[config.mk]
export PLATFORM = sky130hd
export DESIGN_NAME = mix_exec
export DESIGN_NICKNAME = d
export VERILOG_FILES = /design/src/mix_pkg.sv /design/src/mix_exec.sv
export VERILOG_INCLUDE_DIRS = /design/src
export SDC_FILE = /design/constraint.sdc
export NUM_CORES = 1
export LEC_CHECK = 0
export BUFFER_PORTS_ARGS = -buffer_cell sky130_fd_sc_hd__buf_2
export CAP_MARGIN = 20
export CORE_MARGIN = 5
export CORE_UTILIZATION = 30
export CTS_CLUSTER_SIZE = 10
export DETAILED_ROUTE_END_ITERATION = 8
export GPL_TIMING_DRIVEN = 1
export PLACE_DENSITY = 0.54
export SLEW_MARGIN = 20
export SYNTH_ARGS = -nofsm -noshare
export SYNTH_HDL_FRONTEND = slang
export SYNTH_SLANG_ARGS = --single-unit
[constraint.sdc]
create_clock -name pclk -period 6.06 [get_ports pclk]
set_input_delay 0.909 -clock pclk [delete_from_list [all_inputs] [get_ports pclk]]
set_output_delay 0.909 -clock pclk [all_outputs]
set_load 0.01 [all_outputs]
[src/mix_map.svh]
`ifndef MIX_MAP_SVH
`define MIX_MAP_SVH

// ****************************************
// register offsets (byte addresses)
// ****************************************
`define MIX_CMD_OFS      12'h000
`define MIX_WORK_OFS     12'h004
`define MIX_STATUS_OFS   12'h008
`define MIX_IP_OFS       12'h00c
`define MIX_OPTION_OFS   12'h010
`define MIX_PCTL5_OFS    12'h014
`define MIX_PCTL6_OFS    12'h018
`define MIX_WDG_OFS      12'h01c
`define MIX_TOS_OFS      12'h020
`define MIX_FILE_OFS     12'h100

// ****************************************
// command fields
// ****************************************
`define MIX_CMD_LIT_LSB  0
`define MIX_CMD_ADDR_LSB 8
`define MIX_CMD_DEST_BIT 14
`define MIX_CMD_OP_LSB   16

// ****************************************
// status bit positions
// ****************************************
`define MIX_ST_C         0
`define MIX_ST_HC        1
`define MIX_ST_Z         2
`define MIX_ST_PDN       3
`define MIX_ST_TO        4
`define MIX_ST_IEN       5
`define MIX_ST_SLEEP     6
`define MIX_ST_BUSY      7

// ****************************************
// reset values and counts
// ****************************************
`define MIX_STATUS_RST   8'h18
`define MIX_OPTION_RST   8'hff
`define MIX_PCTL_RST     8'hff
`define MIX_BRANCH_CYC   2
`define MIX_PCTL_LO      6'h05
`define MIX_PCTL_HI      6'h06

`endif

[src/mix_pkg.sv]
package mix_pkg;

  typedef enum logic [4:0] {
    MIX_OP_NOP, MIX_OP_OR_FILE, MIX_OP_OR_LIT, MIX_OP_PCTL_LOAD, MIX_OP_STORE_WORK,
    MIX_OP_LOAD_LIT, MIX_OP_COPY_FILE, MIX_OP_OPTION, MIX_OP_IRQ_RET, MIX_OP_RET_LIT,
    MIX_OP_RETURN, MIX_OP_ROT_LEFT, MIX_OP_ROT_RIGHT, MIX_OP_SLEEP, MIX_OP_SUB_BORROW,
    MIX_OP_SUB_FILE, MIX_OP_LIT_MINUS, MIX_OP_NIBBLE, MIX_OP_XOR_FILE, MIX_OP_XOR_LIT
  } mix_op_t;

  typedef struct packed {
    mix_op_t    op;
    logic       dest;
    logic [5:0] addr;
    logic [7:0] lit;
  } mix_cmd_t;

  typedef struct packed {
    logic c;
    logic hc;
    logic z;
  } mix_flags_t;

endpackage : mix_pkg

[src/mix_exec.sv]
// Chosen here: the address map and the APB slave port.
`timescale 1ns/1ps
`default_nettype none
`include "mix_map.svh"
module mix_exec
  import mix_pkg::*;
#(
  parameter int FILE_DEPTH = 64,
  parameter int STACK_DEPTH = 5,
  parameter int IP_W = 10
) (
  input  wire logic        pclk,
  input  wire logic        presetn,
  input  wire logic        psel,
  input  wire logic        penable,
  input  wire logic        pwrite,
  input  wire logic [11:0] paddr,
  input  wire logic [31:0] pwdata,
  output var  logic [31:0] prdata,
  output var  logic        pready,
  output var  logic        pslverr,
  output var  logic        sleep_mode,
  output var  logic [7:0]  option_out,
  output var  logic [7:0]  port_ctrl_a,
  output var  logic [7:0]  port_ctrl_b
);

  // ****************************************
  // state
  // ****************************************
  logic [7:0]      file_mem [FILE_DEPTH];
  logic [IP_W-1:0] stack_mem [STACK_DEPTH];
  logic [7:0]      working_register_reg;
  mix_flags_t      flags_reg;
  logic            timeout_bit_reg;
  logic            powerdown_flag_reg;
  logic            global_irq_allow_reg;
  logic [IP_W-1:0] instr_pointer_reg;
  logic [7:0]      watchdog_count_reg;
  logic [7:0]      wd_prescale_reg;
  localparam logic [7:0] status_rst = `MIX_STATUS_RST;
  logic [2:0]      sp_reg;
  logic [1:0]      busy_cnt_reg;
  mix_cmd_t        cmd;

  wire access  = psel & penable;
  wire wr_fire = access & pwrite;
  // compare one bit wider: a depth of 64 would wrap to zero in six bits
  wire file_hit = paddr[11:8] == 4'h1 && paddr[1:0] == 2'b00
                  && {1'b0, paddr[7:2]} < 7'(FILE_DEPTH);
  wire issue = wr_fire && paddr == `MIX_CMD_OFS && busy_cnt_reg == 2'd0 && !sleep_mode;

  assign cmd.op   = mix_op_t'(pwdata[`MIX_CMD_OP_LSB +: 5]);
  assign cmd.dest = pwdata[`MIX_CMD_DEST_BIT];
  assign cmd.addr = pwdata[`MIX_CMD_ADDR_LSB +: 6];
  assign cmd.lit  = pwdata[`MIX_CMD_LIT_LSB +: 8];

  wire [7:0] fval = file_mem[cmd.addr];
  wire [7:0] wval = working_register_reg;
  wire [2:0] tos_idx = (sp_reg == 3'd0) ? 3'(STACK_DEPTH - 1) : sp_reg - 3'd1;

  // ****************************************
  // datapath
  // ****************************************
  logic [7:0] res;
  logic [8:0] sum;
  logic [4:0] hsum;
  logic       wr_work;
  logic       wr_file;
  logic       upd_z;
  logic       upd_c;
  logic       upd_arith;
  logic       new_c;
  logic [7:0] sub_a;
  logic       cin;

  always_comb begin
    res = 8'h00;
    wr_work = 1'b0;
    wr_file = 1'b0;
    upd_z = 1'b0;
    upd_c = 1'b0;
    upd_arith = 1'b0;
    new_c = flags_reg.c;
    sub_a = fval;
    cin = 1'b1;
    case (cmd.op)
      MIX_OP_SUB_BORROW: cin = flags_reg.c;
      MIX_OP_LIT_MINUS:  sub_a = cmd.lit;
      default:           sub_a = fval;
    endcase
    // subtraction as addition of complement, carry set means no borrow
    sum = {1'b0, sub_a} + {1'b0, ~wval} + {8'h00, cin};
    hsum = {1'b0, sub_a[3:0]} + {1'b0, ~wval[3:0]} + {4'h0, cin};
    case (cmd.op)
      MIX_OP_OR_FILE: begin
        res = wval | fval;
        wr_work = !cmd.dest;
        wr_file = cmd.dest;
        upd_z = 1'b1;
      end
      MIX_OP_OR_LIT: begin
        res = wval | cmd.lit;
        wr_work = 1'b1;
        upd_z = 1'b1;
      end
      MIX_OP_STORE_WORK: begin
        res = wval;
        wr_file = 1'b1;
      end
      MIX_OP_LOAD_LIT, MIX_OP_RET_LIT: begin
        res = cmd.lit;
        wr_work = 1'b1;
      end
      MIX_OP_COPY_FILE: begin
        res = fval;
        wr_work = !cmd.dest;
        wr_file = cmd.dest;
        upd_z = 1'b1;
      end
      MIX_OP_ROT_LEFT: begin
        res = {fval[6:0], flags_reg.c};
        new_c = fval[7];
        upd_c = 1'b1;
        wr_work = !cmd.dest;
        wr_file = cmd.dest;
      end
      MIX_OP_ROT_RIGHT: begin
        res = {flags_reg.c, fval[7:1]};
        new_c = fval[0];
        upd_c = 1'b1;
        wr_work = !cmd.dest;
        wr_file = cmd.dest;
      end
      MIX_OP_SUB_BORROW, MIX_OP_SUB_FILE: begin
        res = sum[7:0];
        upd_arith = 1'b1;
        wr_work = !cmd.dest;
        wr_file = cmd.dest;
      end
      MIX_OP_LIT_MINUS: begin
        res = sum[7:0];
        upd_arith = 1'b1;
        wr_work = 1'b1;
      end
      MIX_OP_NIBBLE: begin
        res = {fval[3:0], fval[7:4]};
        wr_work = !cmd.dest;
        wr_file = cmd.dest;
      end
      MIX_OP_XOR_FILE: begin
        res = wval ^ fval;
        wr_work = !cmd.dest;
        wr_file = cmd.dest;
        upd_z = 1'b1;
      end
      MIX_OP_XOR_LIT: begin
        res = wval ^ cmd.lit;
        wr_work = 1'b1;
        upd_z = 1'b1;
      end
      default: res = 8'h00;
    endcase
  end

  // ****************************************
  // working register and flags
  // ****************************************
  always_ff @(posedge pclk or negedge presetn) begin
    if (!presetn) begin
      working_register_reg <= 8'h00;
    end else if (issue && wr_work) begin
      working_register_reg <= res;
    end else if (wr_fire && paddr == `MIX_WORK_OFS) begin
      working_register_reg <= pwdata[7:0];
    end
  end

  always_ff @(posedge pclk or negedge presetn) begin
    if (!presetn) begin
      flags_reg <= '0;
    end else if (issue && upd_arith) begin
      flags_reg.c  <= sum[8];
      flags_reg.hc <= hsum[4];
      flags_reg.z  <= res == 8'h00;
    end else if (issue && upd_c) begin
      flags_reg.c <= new_c;
    end else if (issue && upd_z) begin
      flags_reg.z <= res == 8'h00;
    end else if (wr_fire && paddr == `MIX_STATUS_OFS) begin
      flags_reg.c  <= pwdata[`MIX_ST_C];
      flags_reg.hc <= pwdata[`MIX_ST_HC];
      flags_reg.z  <= pwdata[`MIX_ST_Z];
    end
  end

  // ****************************************
  // file registers
  // ****************************************
  always_ff @(posedge pclk) begin
    if (issue && wr_file) begin
      file_mem[cmd.addr] <= res;
    end else if (wr_fire && file_hit) begin
      file_mem[paddr[7:2]] <= pwdata[7:0];
    end
  end

  // ****************************************
  // option and port control
  // ****************************************
  always_ff @(posedge pclk or negedge presetn) begin
    if (!presetn) begin
      option_out <= `MIX_OPTION_RST;
    end else if (issue && cmd.op == MIX_OP_OPTION) begin
      option_out <= wval;
    end
  end

  // other addresses are dropped: only 5 and 6 hold port control
  always_ff @(posedge pclk or negedge presetn) begin
    if (!presetn) begin
      port_ctrl_a <= `MIX_PCTL_RST;
      port_ctrl_b <= `MIX_PCTL_RST;
    end else if (issue && cmd.op == MIX_OP_PCTL_LOAD) begin
      if (cmd.addr == `MIX_PCTL_LO) port_ctrl_a <= wval;
      if (cmd.addr == `MIX_PCTL_HI) port_ctrl_b <= wval;
    end
  end

  // ****************************************
  // stack, pointer and return timing
  // ****************************************
  wire is_ret = cmd.op == MIX_OP_IRQ_RET || cmd.op == MIX_OP_RET_LIT || cmd.op == MIX_OP_RETURN;

  always_ff @(posedge pclk or negedge presetn) begin
    if (!presetn) begin
      instr_pointer_reg <= '0;
      sp_reg <= 3'd0;
      busy_cnt_reg <= 2'd0;
    end else if (issue && is_ret) begin
      instr_pointer_reg <= stack_mem[tos_idx];
      sp_reg <= tos_idx;
      busy_cnt_reg <= 2'(`MIX_BRANCH_CYC - 1);
    end else if (issue) begin
      instr_pointer_reg <= instr_pointer_reg + 1'b1;
    end else if (busy_cnt_reg != 2'd0) begin
      busy_cnt_reg <= busy_cnt_reg - 2'd1;
    end else if (wr_fire && paddr == `MIX_TOS_OFS) begin
      // test push so software can seed return addresses
      sp_reg <= (sp_reg == 3'(STACK_DEPTH - 1)) ? 3'd0 : sp_reg + 3'd1;
    end
  end

  always_ff @(posedge pclk) begin
    if (wr_fire && paddr == `MIX_TOS_OFS && busy_cnt_reg == 2'd0 && !issue) begin
      stack_mem[sp_reg] <= pwdata[IP_W-1:0];
    end
  end

  always_ff @(posedge pclk or negedge presetn) begin
    if (!presetn) begin
      global_irq_allow_reg <= 1'b0;
    end else if (issue && cmd.op == MIX_OP_IRQ_RET) begin
      global_irq_allow_reg <= 1'b1;
    end else if (wr_fire && paddr == `MIX_STATUS_OFS) begin
      global_irq_allow_reg <= pwdata[`MIX_ST_IEN];
    end
  end

  // ****************************************
  // sleep and watchdog
  // ****************************************
  always_ff @(posedge pclk or negedge presetn) begin
    if (!presetn) begin
      watchdog_count_reg <= 8'h00;
      wd_prescale_reg <= 8'h00;
      timeout_bit_reg <= status_rst[`MIX_ST_TO];
      powerdown_flag_reg <= status_rst[`MIX_ST_PDN];
      sleep_mode <= 1'b0;
    end else if (issue && cmd.op == MIX_OP_SLEEP) begin
      watchdog_count_reg <= 8'h00;
      wd_prescale_reg <= 8'h00;
      timeout_bit_reg <= 1'b1;
      powerdown_flag_reg <= 1'b0;
      sleep_mode <= 1'b1;
    end else if (wr_fire && paddr == `MIX_WDG_OFS) begin
      // wake is by software only; no wake sources live in this block
      sleep_mode <= pwdata[0] ? 1'b0 : sleep_mode;
    end else if (!sleep_mode) begin
      {watchdog_count_reg, wd_prescale_reg} <= {watchdog_count_reg, wd_prescale_reg} + 16'h0001;
    end
  end

  // ****************************************
  // apb slave, zero wait states
  // ****************************************
  logic [31:0] rd_mux;
  logic        addr_ok;

  always_comb begin
    rd_mux = 32'h0000_0000;
    addr_ok = 1'b1;
    case (paddr)
      `MIX_CMD_OFS:    rd_mux = 32'h0000_0000;
      `MIX_WORK_OFS:   rd_mux = {24'h000000, working_register_reg};
      `MIX_STATUS_OFS: rd_mux = {24'h000000, busy_cnt_reg != 2'd0, sleep_mode,
                                 global_irq_allow_reg, timeout_bit_reg, powerdown_flag_reg,
                                 flags_reg.z, flags_reg.hc, flags_reg.c};
      `MIX_IP_OFS:     rd_mux = 32'(instr_pointer_reg);
      `MIX_OPTION_OFS: rd_mux = {24'h000000, option_out};
      `MIX_PCTL5_OFS:  rd_mux = {24'h000000, port_ctrl_a};
      `MIX_PCTL6_OFS:  rd_mux = {24'h000000, port_ctrl_b};
      `MIX_WDG_OFS:    rd_mux = {16'h0000, watchdog_count_reg, wd_prescale_reg};
      `MIX_TOS_OFS:    rd_mux = 32'(stack_mem[tos_idx]);
      default: begin
        if (file_hit) rd_mux = {24'h000000, file_mem[paddr[7:2]]};
        else addr_ok = 1'b0;
      end
    endcase
  end

  always_ff @(posedge pclk or negedge presetn) begin
    if (!presetn) begin
      prdata <= 32'h0000_0000;
      pready <= 1'b0;
      pslverr <= 1'b0;
    end else begin
      pready <= psel & ~penable;
      pslverr <= psel & ~penable & ~addr_ok;
      prdata <= (psel & ~penable & ~pwrite) ? rd_mux : 32'h0000_0000;
    end
  end

endmodule : mix_exec
`default_nettype wire

==> results.cfg, run 1 <==
[clocking]
ctsLongestPathBuffers = 3
numCtsBuffers = 78
cts_resized = 0
htree_levels = 3
clock-sinks = 649
insertion_delay_ps = 650
cts_hold_buf = 0
cts-root-buf = clkbuf_16
cts_setup_buffers = 0
clk_pin_slew_ps = 50
cts_tree = built

[worst_setup_path]
cp.arrival_ps = 5790
end_kind = register
regToRegStartpoint = file_mem[31][0]$_DFFE_PP_
crit_required_ps = 6410
crit_path_top_delay_cell = a31oi_1
crit_type = in2reg
cpMostUsedCell = a21oi_1
critPathLaunch = pwdata[8]
startpoint_type = primary input
crit_family = compound AO/OA/AOI/OAI gates
cp_cell_sequence = buf_8 > buf_12 > buf_4 > mux2i_1 > o221ai_1 > a21oi_1 > a22o_1 > nor2_1 > a31oi_1 > a21oi_1 > ha_1 > o21ai_0 > a21oi_1 > o21ai_0 > a21oi_1 > or3_1 > a311oi_1 > nand3_1 > nor2_1 > nor2_4 > buf_12
max_stage_delay_ps = 400
cp_max_fo = 32
path_buf_inv = 4

[synth]
synth.distinct_cells = 90
ys_seq_area_share_pct = 59.0
dominantRegCellSynth = edfxtp_1
ys_ff_latch = 649
synth-edff-count = 562
yosysWarningCount = 0
avgSynthCellArea_um2 = 15.8
synth_area_um2 = 32300
async_reset_ff_share_pct = 13.4
syn_inst = 2046

[floorplan]
die_w_um = 338
die_y_um = 338
die_area_um2 = 114000
start_util_pct = 30.2
io-pin-count = 108
coreArea_um2 = 107000
rows = 120

[global_routing]
grt_use_total_pct = 17.7
grt_max_degree = 77
grt_overflow_total = 0
antenna_found_initial = 3
grt_pass1_wl_mm = 151
grt_pass1_vias = 21200

[pwr]
ir_drop_v = 0.000196
cellPowerDensity_nw_per_um2 = 276
leakage_uw = 0.0127

[place]
place_area_um2 = 35300
port_buffers = 79
hpwl_mm = 73.4
placedCellCount = 3548
gp_congestion = 0.877

[timing]
timing.hold.ws_ps = 134
setup_viol_count_final = 0
period_minus_slack_ps = 5440
worstMarginPinSlew_ps = 1080
rsz0062_at_grt = no
max_slew_margin_pct = 28.0
final_max_slew_viol_count = 0
fin_crit_sh_pct = 89.7
skew_ps = 47.7
hold_viol_final = 0
tns_ps = 0
timing.fmax_mhz = 184

[finish]
top_regs = file_mem (512), stack_mem (50), prdata (16)
final_cell_mix = 562 x edfxtp_1, 258 x mux4_2, 160 x nor2_1, 143 x buf_4, 124 x nand2_1
final_common_cell = edfxtp_1
area_delta_synth_final_pct = 16.3
n_fill_cell = 10100
largest_reg_flops = 512
final_cells = 3671
final_cell_area_um2 = 37600
top_register = file_mem
nNetsFinal = 2291
drive_gt1_share_pct = 30.7

[run_status]
status = finished clean

[route]
first_pass_iters = 6
first_iter_violations = 2205
drcViolationCount = 0
vias_per_cell = 5.63
routed.top_layer = met5
ant_nets = 0
wl_met2_mm = 50.8
routedWlPerCell_um = 28.3
wl_mm = 104
wl_met3_mm = 7.19
wl_met1_mm = 42.5
num_vias = 20700

[hold_path]
hold_path_class = in2async

[run]
cap_viol_max_count = 0
-- cell usage after synthesis (14+ instances only) --
| master | instances | area [um^2] |
|---|---|---|
| inv_1 | 25 | 93.8 |
| edfxtp_1 | 562 | 16900 |
| a221oi_1 | 14 | 123 |
| nor2b_1 | 17 | 106 |
| o21ai_0 | 75 | 375 |
| a21oi_1 | 47 | 235 |
| mux4_2 | 258 | 5810 |
| nor3_1 | 17 | 85.1 |
| buf_2 | 14 | 70.1 |
| mux2i_1 | 70 | 701 |
| and3_1 | 22 | 138 |
| o22ai_1 | 24 | 150 |
| dfrtp_1 | 62 | 1550 |
| nor2_1 | 168 | 631 |
| dfstp_2 | 25 | 657 |
| nand2_1 | 124 | 465 |
| mux4_1 | 17 | 447 |
| nand3_1 | 31 | 155 |
| nand2b_1 | 17 | 106 |
| mux2_2 | 48 | 541 |
| buf_1 | 19 | 71.3 |
| a22oi_1 | 30 | 225 |
| ha_1 | 14 | 175 |
| clkbuf_1 | 89 | 334 |
| buf_4 | 22 | 165 |
-- report_power, final --
part | total, uW | switching [uW] | internal [uW]
sequential | 5000 | 32.2 | 4970
clock | 4260 | 1790 | 2480
combinational | 1120 | 682 | 433
-- area by class of cell --
type                       count  area, um^2  area share (%)
sequential                   649       19100            50.7
clock inverter                14         156           0.416
inverter                      27         101           0.269
clock buffer                 107        2120            5.64
tap                         1403        1760            4.67
timing repair buffer         241        1910            5.09
multi-input combinational   1229       12500            33.2
antenna                        1        2.50         0.00665
-- worst paths after layout --
kind	cells past startpoint	slack [ps]	end
setup / recovery	21	620	file_mem[31][7]$_DFFE_PP_
hold / removal	1	130	prdata[2]$_DFF_PN0_
setup reg to reg	18	1140	flags_reg[0]$_DFFE_PN0P_
hold reg to reg	1	490	powerdown_flag_reg$_DFFE_PN1P_
max in group asynchronous	3	5040	port_ctrl_a[4]$_DFFE_PN1P_
min in group pclk	1	490	powerdown_flag_reg$_DFFE_PN1P_
-- kinds of logic after synthesis --
family | count (synthesis) | share of synthesized area, %
xor+xnor | 14 | 0.379
buf+inv | 183 | 2.87
simple gates | 455 | 6.52
flops | 649 | 59.0
other cells | 1 | 0.0116
compound gates | 331 | 7.18
fa+ha+maj | 16 | 0.665
mux | 397 | 23.4
-- metal layers --
metal	track usage, %	vias up
met5	0	-
met4	5.45	4
met3	3.23	163
met2	29.7	871
met1	23.6	10900
li1	-	8690
-- through the flow --
step                      power (uW)  utilization [%]  setup slack (ps)
after floorplan                 5710                -              34.2
after global placement          6190             33.0              46.6
after detailed placement        6200             33.0               127
after CTS                      10500             35.1               763
after global routing           10700             35.1               409
final                          10400             35.1               625
Note: power is estimated with default switching activity, not from simulation.
==> run 2: changes to the inputs <==
HOLD_SLACK_MARGIN = 0.15   (was not set)
==> run 2 against run 1 <==
Net effect: count of clock-buffer cells in the layout did not move; critical path depth is the same; clock skew fell by 2.9 ps; first-iteration DRC count increased by 4.3%; critical endpoint unchanged; highest routed layer unchanged.
==> results.cfg, run 2 (synthesis gave the netlist of run 1 again) <==
[worst_setup_path]
crit_path_top_delay_cell = a21oi_1
crit_required_ps = 6410
cp_cell_sequence = buf_8 > buf_12 > buf_4 > mux2i_1 > o221ai_1 > a21oi_1 > a22o_1 > nor2_1 > a31oi_1 > a21oi_1 > ha_1 > o21ai_0 > a21oi_1 > o21ai_0 > a21oi_1 > or3_1 > a311oi_1 > nand3_1 > nor2_1 > nor2_4 > buf_12
cpMostUsedCell = a21oi_1
end_kind = register
startpoint_type = primary input
max_stage_delay_ps = 380
cp.arrival_ps = 5660
crit_type = in2reg
cp_max_fo = 32

[timing]
fin_crit_sh_pct = 87.7
skew_ps = 44.8
period_minus_slack_ps = 5310
rsz0062_at_grt = no
max_slew_margin_pct = 28.5
final_max_slew_viol_count = 0
hold_viol_final = 0
setup_viol_count_final = 0
timing.fmax_mhz = 188
worstMarginPinSlew_ps = 1070
tns_ps = 0

[finish]
top_register = file_mem
final_cell_area_um2 = 37600
n_fill_cell = 10100
largest_reg_flops = 512
multi_input_area_um2 = 12500
top_regs = file_mem (512), stack_mem (50), prdata (16)
seq_area_um2 = 19100
area_delta_synth_final_pct = 16.3
final_cells = 3672
final_common_cell = edfxtp_1
nNetsFinal = 2292
drive_gt1_share_pct = 30.6
final_cell_mix = 562 x edfxtp_1, 258 x mux4_2, 160 x nor2_1, 143 x buf_4, 124 x nand2_1

[floorplan]
die_y_um = 338
die_w_um = 338
rows = 120
start_util_pct = 30.2
coreArea_um2 = 107000
io-pin-count = 108
die_area_um2 = 114000

[pwr]
cellPowerDensity_nw_per_um2 = 276
power_frac_clock_pct = 41.0
p_total_uw = 10400
power_frac_comb_pct = 10.8
swShare_pct = 24.1
ir_drop_v = 0.000196
p_seq_share_pct = 48.2
p_int_uw = 7880
switchingPower_uw = 2500
leakage_uw = 0.0127

[run_status]
status = finished clean

[global_routing]
grt_use_total_pct = 17.7
grt_pass1_wl_mm = 151
grt_overflow_total = 0
antenna_found_initial = 3
grt_pass1_vias = 21300
grt_max_degree = 77

[route]
vias_per_cell = 5.64
wl_mm = 104
num_vias = 20700
first_iter_violations = 2300
drcViolationCount = 0
routedWlPerCell_um = 28.3
first_pass_iters = 6
ant_nets = 0

[clocking]
clock-sinks = 649
cts_resized = 0
insertion_delay_ps = 640
clk_pin_slew_ps = 60
cts-root-buf = clkbuf_16
numCtsBuffers = 78
ctsLongestPathBuffers = 3
cts_tree = built
htree_levels = 3

[place]
gp_congestion = 0.877
place_area_um2 = 35300
hpwl_mm = 73.4
port_buffers = 79
placedCellCount = 3548

[hold_path]
hold_path_class = reg2reg

[run]
cap_viol_max_count = 0
## run 2: cell types whose count changed in the layout (fill, tap and decap cells not counted), sizes merged
cell / before / now
dlygate4sd3: 0 / 1
## run 2: power groups by stage
stage                     combinational (uW)  clock (uW)  sequential, uW
after floorplan                          618           0            5090
after global placement                  1100           0            5090
after detailed placement                1110           0            5090
after CTS                               1120        4350            5000
after global routing                    1180        4540            5000
final                                   1120        4260            5000
## run 2: layout make-up
class,instances,area share (%)
flip-flops and latches,649,50.7
repair buffers,242,5.11
clock inverters,14,0.416
diodes,1,0.00665
inverters,27,0.269
multi-input cells,1229,33.2
clock buffers,107,5.64
well taps,1403,4.67
## run 2: repair_timing
item / 4_1_cts / 5_1_grt
endpoints found under the setup margin: 0 / 0
hold buffers: 1 / 0
buffers inserted: 0 / 0
hold endpoints to repair: 2 / 0
## run 2: worst paths after layout
path	from	end	slack (ps)	cells after the start
hold reg to reg	powerdown_flag_reg$_DFFE_PN1P_	powerdown_flag_reg$_DFFE_PN1P_	490	1
setup reg to reg	file_mem[31][0]$_DFFE_PP_	flags_reg[0]$_DFFE_PN0P_	1160	18
min in group asynchronous	presetn	prdata[2]$_DFF_PN0_	690	2
setup / recovery	pwdata[8]	file_mem[31][7]$_DFFE_PP_	750	21
max in group asynchronous	presetn	port_ctrl_a[6]$_DFFE_PN1P_	4480	4
hold / removal	powerdown_flag_reg$_DFFE_PN1P_	powerdown_flag_reg$_DFFE_PN1P_	490	1
## run 2: critical path, delay by kind of cell
family | cells | cell delay (ps)
adders and majority gates | 1 | 330
buffers and inverters | 4 | 830
muxes | 1 | 200
and+or+nand+nor | 5 | 970
AOI/OAI and AO/OA | 10 | 2290
## run 2: through the flow
stage,hold WS [ps],worst slack (ps),util (%)
after floorplan,465,34.2,-
after global placement,473,46.6,33.0
after detailed placement,482,127,33.0
after CTS,492,763,35.1
after global routing,507,409,35.1
final,495,748,35.1
## run 2: routing by layer
layer	vias up	track usage, %	routed length [um]
met1	11000	23.6	42200
met2	900	29.7	50800
li1	8691	-	-
met4	4	5.45	3330
met3	168	3.24	7400
met5	-	0	25
